==> src/sdli_consts.svh <==
// constants for the slave data and list image
`ifndef SDLI_CONSTS_SVH
`define SDLI_CONSTS_SVH
`define SDLI_DATA_BYTES 32
`define SDLI_LIST_BYTES 8
`define SDLI_SLAVES 64
`define SDLI_NIB_W 4
`define SDLI_B_BASE 32
`define SDLI_PWR_FAIL_BIT 0
`define SDLI_LIST_RESET 64'h0000000000000000
`define SDLI_BYTE_RESET 8'h00
`endif

==> src/sdli_pkg.sv <==
// types and shared helpers for the slave data and list image
package sdli_pkg;
  // host access regions of the image
  typedef enum logic [2:0] {
    REG_IN_DATA,
    REG_OUT_DATA,
    REG_PROJECTED,
    REG_DETECTED,
    REG_ACTIVATED,
    REG_CORRUPTED,
    REG_OFFLINE,
    REG_PERIPH
  } sdli_region_t;

  typedef logic [5:0] sdli_addr_t;
  typedef logic [63:0] sdli_list_t;

  // slave 0B has no list slot
  function automatic logic sdli_valid(input sdli_addr_t a);
    return a != 6'h20;
  endfunction

  // data byte that holds a slave nibble
  function automatic logic [4:0] sdli_data_byte(input sdli_addr_t a);
    return a[5:1];
  endfunction

  // one-hot list bit of a slave
  function automatic sdli_list_t sdli_onehot(input sdli_addr_t a);
    sdli_list_t m;
    m = '0;
    if (sdli_valid(a)) begin
      m[a] = 1'b1;
    end
    return m;
  endfunction
endpackage

==> src/sdli_corr_if.sv <==
// carrier between the image and the corrupted-slave list
interface sdli_corr_if;
  logic set_valid;
  logic [5:0] set_addr;
  logic power_fail;
  logic clr_valid;
  logic [2:0] clr_byte;
  logic [63:0] list;
  modport owner (input set_valid, set_addr, power_fail, clr_valid, clr_byte, output list);
  modport user (output set_valid, set_addr, power_fail, clr_valid, clr_byte, input list);
endinterface

==> src/sdli_image.sv <==
// slave data image and slave list image of the network master
`include "sdli_consts.svh"
module sdli_image #(
  parameter int DATA_BYTES = `SDLI_DATA_BYTES
) (
  input wire logic sys_clk,
  input wire logic rst_b,
  input wire logic in_wr_valid,
  input wire logic [5:0] in_wr_addr,
  input wire logic [3:0] in_wr_data,
  input wire logic [5:0] out_rd_addr,
  output logic [3:0] out_rd_data,
  input wire logic [63:0] detected_slave_list,
  input wire logic [63:0] activated_slave_list,
  output logic [63:0] projected_slave_list,
  input wire logic cfg_err_valid,
  input wire logic [5:0] cfg_err_addr,
  input wire logic power_fail,
  input wire logic pf_valid,
  input wire logic [5:0] pf_addr,
  input wire logic pf_state,
  input wire logic offline_by_list_en,
  input wire logic offline_release,
  output logic offline_enter,
  output logic config_error_report,
  output logic offline_phase,
  input wire logic host_rd,
  input wire logic host_wr,
  input wire logic [2:0] host_region,
  input wire logic [4:0] host_addr,
  input wire logic [7:0] host_wdata,
  output logic [7:0] host_rdata,
  output logic host_rvalid
);
  // ----------------------------------------
  // parameter check
  // ----------------------------------------
  if (DATA_BYTES != `SDLI_DATA_BYTES) begin : g_bad_size
    $error("data image must be 32 bytes to hold 64 nibbles");
  end

  sdli_pkg::sdli_region_t region;
  logic [7:0] in_img [DATA_BYTES];
  logic [7:0] out_img [DATA_BYTES];
  logic [63:0] offline_trigger_slave_list;
  logic [63:0] peripheral_fault_list;
  logic [63:0] corrupted_slave_list;
  logic [63:0] proj_q;
  logic listed;
  logic trigger;
  logic list_ok;
  logic [7:0] rd_byte;
  logic [7:0] rdata_q;
  logic rvalid_q;
  logic enter_q;
  logic report_q;
  logic phase_q;
  logic [3:0] od_q;

  assign region = sdli_pkg::sdli_region_t'(host_region);
  assign list_ok = host_addr < 5'(`SDLI_LIST_BYTES);

  // ----------------------------------------
  // data image
  // ----------------------------------------
  function automatic logic [7:0] put_nib(input logic [7:0] b, input logic hi,
                                         input logic [3:0] n);
    logic [7:0] r;
    r = b;
    if (hi) begin
      r[7:4] = n;
    end else begin
      r[3:0] = n;
    end
    return r;
  endfunction

  function automatic logic [3:0] get_nib(input logic [7:0] b, input logic hi);
    return hi ? b[7:4] : b[3:0];
  endfunction

  // even slave low nibble, odd high, B slaves from byte 16
  always_ff @(posedge sys_clk) begin
    if (!rst_b) begin
      for (int i = 0; i < DATA_BYTES; i++) begin
        in_img[i] <= `SDLI_BYTE_RESET;
      end
    end else if (in_wr_valid) begin
      in_img[sdli_pkg::sdli_data_byte(in_wr_addr)] <= put_nib(
        in_img[sdli_pkg::sdli_data_byte(in_wr_addr)], in_wr_addr[0], in_wr_data);
    end
  end

  always_ff @(posedge sys_clk) begin
    if (!rst_b) begin
      for (int i = 0; i < DATA_BYTES; i++) begin
        out_img[i] <= `SDLI_BYTE_RESET;
      end
    end else if (host_wr && region == sdli_pkg::REG_OUT_DATA) begin
      out_img[host_addr] <= host_wdata;
    end
  end

  always_ff @(posedge sys_clk) begin
    if (!rst_b) begin
      od_q <= 4'h0;
    end else begin
      od_q <= get_nib(out_img[sdli_pkg::sdli_data_byte(out_rd_addr)], out_rd_addr[0]);
    end
  end
  assign out_rd_data = od_q;

  // ----------------------------------------
  // host-written lists and the peripheral fault list
  // ----------------------------------------
  // slot of 0B is forced to zero so it never triggers
  always_ff @(posedge sys_clk) begin
    if (!rst_b) begin
      proj_q <= `SDLI_LIST_RESET;
      offline_trigger_slave_list <= `SDLI_LIST_RESET;
    end else if (host_wr && list_ok) begin
      if (region == sdli_pkg::REG_PROJECTED) begin
        proj_q[{host_addr[2:0], 3'h0} +: 8] <= host_wdata;
        proj_q[`SDLI_B_BASE] <= 1'b0;
      end
      if (region == sdli_pkg::REG_OFFLINE) begin
        offline_trigger_slave_list[{host_addr[2:0], 3'h0} +: 8] <= host_wdata;
        offline_trigger_slave_list[`SDLI_B_BASE] <= 1'b0;
      end
    end
  end
  assign projected_slave_list = proj_q;

  always_ff @(posedge sys_clk) begin
    if (!rst_b) begin
      peripheral_fault_list <= `SDLI_LIST_RESET;
    end else if (pf_valid && sdli_pkg::sdli_valid(pf_addr)) begin
      peripheral_fault_list[pf_addr] <= pf_state;
    end
  end

  // ----------------------------------------
  // corrupted-slave list
  // ----------------------------------------
  sdli_corr_if corr ();
  assign corr.set_valid = cfg_err_valid;
  assign corr.set_addr = cfg_err_addr;
  assign corr.power_fail = power_fail;
  assign corr.clr_valid = host_rd && list_ok && region == sdli_pkg::REG_CORRUPTED;
  assign corr.clr_byte = host_addr[2:0];
  assign corrupted_slave_list = corr.list;

  sdli_corrupt_list u_corrupt (
    .sys_clk(sys_clk),
    .rst_b(rst_b),
    .c(corr.owner)
  );

  // ----------------------------------------
  // reaction to configuration errors
  // ----------------------------------------
  assign listed = offline_trigger_slave_list[cfg_err_addr];
  // without list selection every error is critical
  assign trigger = cfg_err_valid && (!offline_by_list_en || listed);

  always_ff @(posedge sys_clk) begin
    if (!rst_b) begin
      enter_q <= 1'b0;
      report_q <= 1'b0;
    end else begin
      enter_q <= trigger;
      report_q <= cfg_err_valid;
    end
  end

  // entry wins over a release in the same cycle
  always_ff @(posedge sys_clk) begin
    if (!rst_b) begin
      phase_q <= 1'b0;
    end else if (trigger) begin
      phase_q <= 1'b1;
    end else if (offline_release) begin
      phase_q <= 1'b0;
    end
  end

  assign offline_enter = enter_q;
  assign config_error_report = report_q;
  assign offline_phase = phase_q;

  // ----------------------------------------
  // host read path
  // ----------------------------------------
  function automatic logic [7:0] list_byte(input logic [63:0] l, input logic [2:0] b);
    return l[{b, 3'h0} +: 8];
  endfunction

  always_comb begin
    rd_byte = 8'h00;
    case (region)
      sdli_pkg::REG_IN_DATA: rd_byte = in_img[host_addr];
      sdli_pkg::REG_OUT_DATA: rd_byte = out_img[host_addr];
      sdli_pkg::REG_PROJECTED: rd_byte = list_byte(proj_q, host_addr[2:0]);
      sdli_pkg::REG_DETECTED: rd_byte = list_byte(detected_slave_list, host_addr[2:0]);
      sdli_pkg::REG_ACTIVATED: rd_byte = list_byte(activated_slave_list, host_addr[2:0]);
      sdli_pkg::REG_CORRUPTED: rd_byte = list_byte(corrupted_slave_list, host_addr[2:0]);
      sdli_pkg::REG_OFFLINE: rd_byte = list_byte(offline_trigger_slave_list, host_addr[2:0]);
      sdli_pkg::REG_PERIPH: rd_byte = list_byte(peripheral_fault_list, host_addr[2:0]);
      default: rd_byte = 8'h00;
    endcase
    // lists are only 8 bytes long
    if (region != sdli_pkg::REG_IN_DATA && region != sdli_pkg::REG_OUT_DATA && !list_ok) begin
      rd_byte = 8'h00;
    end
  end

  always_ff @(posedge sys_clk) begin
    if (!rst_b) begin
      rdata_q <= 8'h00;
      rvalid_q <= 1'b0;
    end else begin
      rvalid_q <= host_rd;
      if (host_rd) begin
        rdata_q <= rd_byte;
      end
    end
  end
  assign host_rdata = rdata_q;
  assign host_rvalid = rvalid_q;
endmodule // sdli_image

==> src/sdli_corrupt_list.sv <==
// corrupted-slave list with clear on host read
`include "sdli_consts.svh"
module sdli_corrupt_list (
  input wire logic sys_clk,
  input wire logic rst_b,
  sdli_corr_if.owner c
);
  logic [63:0] list_q;
  logic [63:0] list_d;
  logic [63:0] set_m;
  logic [63:0] clr_m;

  // ----------------------------------------
  // set and clear
  // ----------------------------------------
  always_comb begin
    set_m = '0;
    if (c.set_valid) begin
      set_m = sdli_pkg::sdli_onehot(c.set_addr);
    end
    if (c.power_fail) begin
      set_m[`SDLI_PWR_FAIL_BIT] = 1'b1;
    end
    clr_m = '0;
    if (c.clr_valid) begin
      clr_m[{c.clr_byte, 3'h0} +: 8] = 8'hFF;
    end
    // set wins so an error in the read cycle is kept
    list_d = (list_q & ~clr_m) | set_m;
  end

  always_ff @(posedge sys_clk) begin
    if (!rst_b) begin
      list_q <= `SDLI_LIST_RESET;
    end else begin
      list_q <= list_d;
    end
  end

  assign c.list = list_q;
endmodule // sdli_corrupt_list

==> config.mk <==
export PLATFORM = sky130hd
export DESIGN_NAME = sdli_image
export DESIGN_NICKNAME = d
export VERILOG_FILES = /design/src/sdli_pkg.sv /design/src/sdli_corr_if.sv /design/src/sdli_image.sv /design/src/sdli_corrupt_list.sv
export VERILOG_INCLUDE_DIRS = /design/src
export SDC_FILE = /design/constraint.sdc
export NUM_CORES = 2
export LEC_CHECK = 0
export ABC_AREA = 1
export BUFFER_PORTS_ARGS = -buffer_cell sky130_fd_sc_hd__buf_4
export CELL_PAD_IN_SITES_DETAIL_PLACEMENT = 0
export CELL_PAD_IN_SITES_GLOBAL_PLACEMENT = 1
export CORE_ASPECT_RATIO = 1.4
export CORE_UTILIZATION = 45
export CTS_CLUSTER_DIAMETER = 150
export DETAILED_ROUTE_END_ITERATION = 16
export GPL_TIMING_DRIVEN = 0
export PLACE_DENSITY = 0.88
export SLEW_MARGIN = 25
export SYNTH_ARGS = -nofsm -noshare
export SYNTH_HDL_FRONTEND = slang
export SYNTH_SLANG_ARGS = --single-unit
==> constraint.sdc <==
create_clock -name sys_clk -period 9.3 [get_ports sys_clk]
set_input_delay 1.86 -clock sys_clk [delete_from_list [all_inputs] [get_ports sys_clk]]
set_output_delay 1.86 -clock sys_clk [all_outputs]
set_load 0.02 [all_outputs]
* After elaboration in Yosys (flattened, before gate mapping)
Memories as Yosys holds them, arrays and structs flattened.
Index checks and enable logic that the tools add are counted.
** Operators by class
- Add/subtract/negate cells :: 1
- Shift-type cells :: 9
- Mux-type cells :: 37
- Equal/unequal tests :: 12
- Bitwise logic cells :: 4
- Magnitude comparators :: 5
- Reduce and logical (&&, ||, !) cells :: 22
** Operator list (number)
- 64-bit by 7-bit indexed part select with 8-bit output :: 6
- 64-bit bitwise mux :: 3
- 64-bit two-way mux :: 3
- 64-bit bitwise AND :: 2
- 64-bit NOT :: 1
- 64-bit bitwise OR :: 1
- 8-bit case mux with 8 select lines :: 1
- 8-bit by 8-bit variable shift with 64-bit output (first input constant) :: 1
- 8-bit by 8-bit indexed part select with 64-bit output :: 1
- 8-bit by 8-bit indexed part select with 64-bit output (first input constant) :: 1
- 4-bit two-way mux :: 7
- 8-bit two-way mux :: 3
- 8-bit OR reduction :: 2
- 6-bit by 7-bit < comparator with 1-bit output (second input constant) :: 2
- 1-bit two-way mux :: 14
- 1-bit demux with 6-bit select :: 2
- 3-bit == test (second input constant) :: 4
- 6-bit by 1-bit >= comparator with 1-bit output (second input constant) :: 2
- 6-bit inequality test (second input constant) :: 2
- 1-bit logical AND :: 10
- 5-bit two-way mux :: 2
- 6-bit negation with 8-bit output :: 1
- 2-bit AND reduction :: 4
- 1-bit binary-select mux with 6-bit select :: 1
- other kinds (11) :: 14
** Word-level totals
- Output and inout port bits :: 80
- Word-level logic and storage cells :: 102
- Register bits :: 270
- Memories kept :: 2
- RAM bits :: 512
- Input port bits :: 183
** Memory list
- in_img :: words 32, width 8, rd ports 1, clocked after memory_dff 0, write ports 32, RTL line sdli_image.sv:43 : logic [7:0] in_img [DATA_BYTES];
- out_img :: words 32, width 8, rd ports 2, clocked after memory_dff 0, write ports 32, RTL line sdli_image.sv:44 : logic [7:0] out_img [DATA_BYTES];

* Depth between registers and ports, before layout
- Depth after elaboration :: 8
- Gate-level depth with buffers :: 17
- Mapped depth without buffers :: 15

* By module
Synthesis repeated with hierarchy kept, for this count alone.
** Unflattened totals
- Cell total of the unflattened synthesis :: 5100
- Area total of the unflattened synthesis :: 40048.4 um^2
** By module, submodules not included
- sdli_image :: cells an instance 4767, times used 1, seq. area each 19498.7 um^2, area each 37607.3 um^2
- sdli_corrupt_list :: cells an instance 333, times used 1, seq. area each 1281.2 um^2, area each 2441.1 um^2

* Least setup slack after synthesis
OpenSTA, ideal clock, no wires.
- Kind :: input-to-reg
- Start point :: in host_addr[0]
- End point :: reg offline_trigger_slave_list[40]
- Setup time :: 0.121 ns
- Required time :: 9.179 ns
- Arrival :: 4.280 ns
- Stages on the path :: 16
- Path slack :: 4.899 ns
- Buffers on the path :: 5
- Cell sequence :: buf_4 > inv_2 > buf_4 > buf_2 > buf_2 > buf_1 > ha_1 > ha_1 > nor2_1 > inv_1 > nor2_1 > inv_1 > nor2_1 > inv_1 > o21ai_0 > a21oi_1
** On the way
- Word-level cells in the longest chain between the ends :: 3
- Elaborated cells on any way between the ends :: 7
- Those cells by class :: add/sub: 1; order compare: 1; shift: 2; mux: 1; reduce/logical: 2
** RTL lines
- from (decl) :: RTL line sdli_image.sv:30 : input wire logic [4:0] host_addr,
- 6-bit negation with 8-bit output / 5-bit by 4-bit < comparator with 1-bit output (equally long branches) :: RTL line sdli_image.sv:127, sdli_image.sv:61
- 8-bit by 8-bit indexed part select with 64-bit output, or another cell as far along :: RTL line sdli_image.sv:127 : offline_trigger_slave_list[{host_addr[2:0], 3'h0} +: 8] <= host_wdata;
- 64-bit bitwise mux / 2-bit AND reduction (equally long branches)
- to (signal assigned) :: RTL line sdli_image.sv:120 : offline_trigger_slave_list <= `SDLI_LIST_RESET;
- to (signal, indexed assignment) :: RTL line sdli_image.sv:127
- to (decl) :: RTL line sdli_image.sv:45 : logic [63:0] offline_trigger_slave_list;
Parallel ways exist; a longest one is shown, timed or not.
A chain may end at the register's enable or synchronous reset.

* Final worst setup path
- Start point :: in host_addr[0]
- End point :: reg proj_q[3], in the netlist projected_slave_list[3]
** On the way
- Word-level cells in the longest chain between the ends :: 3
- Elaborated cells on any way between the ends :: 7
- Those cells by class :: add/sub: 1; order compare: 1; shift: 2; mux: 1; reduce/logical: 2
** RTL lines
- 6-bit negation with 8-bit output / 5-bit by 4-bit < comparator with 1-bit output (equally long branches) :: RTL line sdli_image.sv:123, sdli_image.sv:61
- 8-bit by 8-bit indexed part select with 64-bit output, or another cell as far along :: RTL line sdli_image.sv:123 : proj_q[{host_addr[2:0], 3'h0} +: 8] <= host_wdata;
- 64-bit bitwise mux / 2-bit AND reduction (equally long branches)
- to (signal assigned) :: RTL line sdli_image.sv:119 : proj_q <= `SDLI_LIST_RESET;
- to (signal, indexed assignment) :: RTL line sdli_image.sv:123
- to (decl) :: RTL line sdli_image.sv:48 : logic [63:0] proj_q;
Parallel ways exist; a longest one is shown, timed or not.

==> impl_metrics.ini <==
[worst_setup_path]
cp.arrival_ps = 6860
end_kind = flip-flop
r2r_setup_slack_ps = 6880
path_class = input pin to flip-flop
crit_required_ps = 9890
worstSetupStartpointType = input pin
worst-path-max-fanout = 12

[pwr]
comb_power_share_pct = 12.9
internal-power_w = 0.006032
swShare_pct = 28.82
p_switching_w = 0.002442
ir_drop_uv = 167.6
p_leak_nw = 18.31
pwr-share-clk_pct = 41.2
pwr-share-seq_pct = 45.9
p_per_area_nw_per_um2 = 182.9

[yosys]
synth_cells = 5067
synth_area_leader_cell = edfxtp_1
synth_top_area_share_pct = 38.41
yosys-top-cells-area = edfxtp_1 (38%), dfxtp_1 (14%), nor2_1 (10%)
synth_edf_count = 512
yosysWarnings = 0
yosysSeqAreaShare_pct = 51.91
synthArstFlopShare_pct = 0
synth_fa_ha_area_share_pct = 0.1563
muxShareOfSynthArea_pct = 0
syn-num-nets = 5255
synth_seq_cells = 782
ys_types = 45
yosys.area_share.simple_pct = 26.34
synth_compound_area_share_pct = 15.49
synth_top_family_by_area = simple AND/OR/NAND/NOR gates
syn_area_um2 = 40030
yosys_most_used_dff = edfxtp_1
synth_area_per_cell_um2 = 7.900
synth-xor-area-share_pct = 0

[cts]
postCtsSetupBuffers = 0
clk_transition_reported_paths_ps = 70
htree_levels = 3
cts.repair.resized = 0
clock_sinks = 782
cts_tree = built
clockBufferDepth = 3
cts_root_buffer = clkbuf_16
clk_latency_ps = 690
numCtsBuffers = 80
cts_hold_buffers = 0

[die]
row_count = 129
dieHeight_um = 354.9
die_area_um2 = 90170
io_pins = 263
initial_core_util_pct = 45.34
die_w_um = 254.1
coreArea_um2 = 88290

[run]
cap_violations = 0

[global_route]
grt.overflow.total = 0
grt_first_pass_wirelength_um = 309100
grt_pass1_vias = 39860
grt_use_total_pct = 50.21
grt_max_degree = 16
antenna_found_initial = 16

[placement]
dpl.hpwl_um = 171800
finalWeightedCongestion = 1.079
port_buffers = 247

[timing]
clock_skew_ps = 33.96
layout_min_cycle_time_ps = 6273
fmax_ghz = 0.1594
grt_setup_unrepaired = false
worstMarginPinSlew_ps = 1340
post-route-period-util_pct = 67.45
whs_ps = 437.7
final_hold_viol_count = 0
setup_viol_count_final = 0
slew_violations = 0
tns_ps = 0
slew_headroom_pct = 10.70

[cells_and_area]
synthToLayoutAreaGrowth_pct = 15.74
fin_nets = 5593
layout-drive-gt1-share_pct = 11.15

[drt]
routedWlPerCell_um = 34.37
drtAntennaViolNets = 0
first_iter_violations = 6764
first_pass_iters = 8
routed_via_density = 6.389
vias = 42560
wl_um = 229000
drc_errors = 0

[worst_hold_path]
hold_class = flip-flop to flip-flop

[run_status]
status = completed
## synth_stat cells (all sizes together) (46+ instances only)
library cell	instances
nand4	46
o21ai	590
nor2	1077
a21oi	337
dfxtp	270
inv	237
o22ai	79
nand3	275
buf	133
nor3	86
edfxtp	512
nand2	1054
o221ai	49
clkbuf	208
## state kept, by name, indices dropped and copies added, names as in the netlist
register                    count
in_img                        256
out_img                       256
peripheral_fault_list          64
u_corrupt.c.list               64
offline_trigger_slave_list     63
projected_slave_list           63
host_rdata                      8
out_rd_data                     4
config_error_report             1
host_rvalid                     1
offline_enter                   1
offline_phase                   1
## layout by cell type, fill, tap and decap left out, types with 200 or more instances in the layout
master    Yosys  final
nor2_1     1064   1059
a21oi_1     337    337
nand3_1     273    273
clkbuf_1    207    200
dfxtp_1     270    270
edfxtp_1    512    512
inv_1       216    216
nand2_1    1021   1021
o21ai_0     590    590
buf_4        26    281
## power groups by stage
stage / clock network [W] / logic [W] / registers, W
after floorplan: 0 / 0.000498 / 0.00393
after global placement: 0 / 0.00102 / 0.00395
after detailed placement: 0 / 0.00102 / 0.00396
after CTS: 0.00344 / 0.00103 / 0.00388
after global routing: 0.00358 / 0.00110 / 0.00389
final: 0.00349 / 0.00110 / 0.00389
## cell type report
cell class | count | area [um2]
Timing Repair Buffer | 256 | 1934
Tap cell | 1179 | 1475
Buffer | 341 | 1528
Antenna cell | 13 | 32.53
Clock buffer | 99 | 2196
Fill cell | 8689 | 41960
Clock inverter | 48 | 558.0
Inverter | 248 | 933.4
Multi-Input combinational cell | 3696 | 16890
Sequential cell | 782 | 20780
## layer usage
layer	routed length, um	vias up	GRT usage, %
li1	-	17840	-
met1	74590	19960	55.64
met2	98840	3625	76.48
met3	26280	1123	12.78
met4	29040	8	51.02
met5	242	-	1.671
## path summary, 6_finish.rpt
check,start,endpoint,cells after the start
setup / recovery,host_addr[0],projected_slave_list[3]$_SDFFE_PN0P_,15
hold / removal,peripheral_fault_list[32]$_SDFFE_PN0P_,peripheral_fault_list[32]$_SDFFE_PN0P_,2
setup reg to reg,u_corrupt.c.list[30]$_SDFF_PN0_,host_rdata[6]$_SDFFE_PN0P_,12
hold reg to reg,peripheral_fault_list[32]$_SDFFE_PN0P_,peripheral_fault_list[32]$_SDFFE_PN0P_,2
## worst max-delay path, cell delays in order
cell and delay (ps):
buf_4 160, buf_4 190, inv_2 70, buf_4 150, buf_2 530, buf_2 500, buf_1 610, ha_1 280
buf_2 250, clkinv_1 420, nand4_1 370, clkinv_1 400, nand2_1 730, nor2_1 100, nor3_1 180
## metrics by stage
stage                     setup slack, ps  instances  power [W]  util [%]  cell area [um2]
after global routing                 3005       6651   0.008574     52.45            46300
after CTS                            3359       6649   0.008349     52.41            46270
final                                3027       6662   0.008474     52.48            46330
after global placement               2746       6493   0.004969     49.11            43360
after detailed placement             2679       6502   0.004978     49.29            43520
after floorplan                      4899       5067   0.004429         -            40030
## cell families (layout without fill, tap and decap cells)
kind of cell | after synthesis | in the layout
DFF | 782 | 782
adders and majority gates | 5 | 5
buffers and inverters | 589 | 992
AOI/OAI and AO/OA | 1137 | 1137
and+or+nand+nor | 2553 | 2553
other | 1 | 14
No activity file was read; power rests on OpenSTA's default activity.
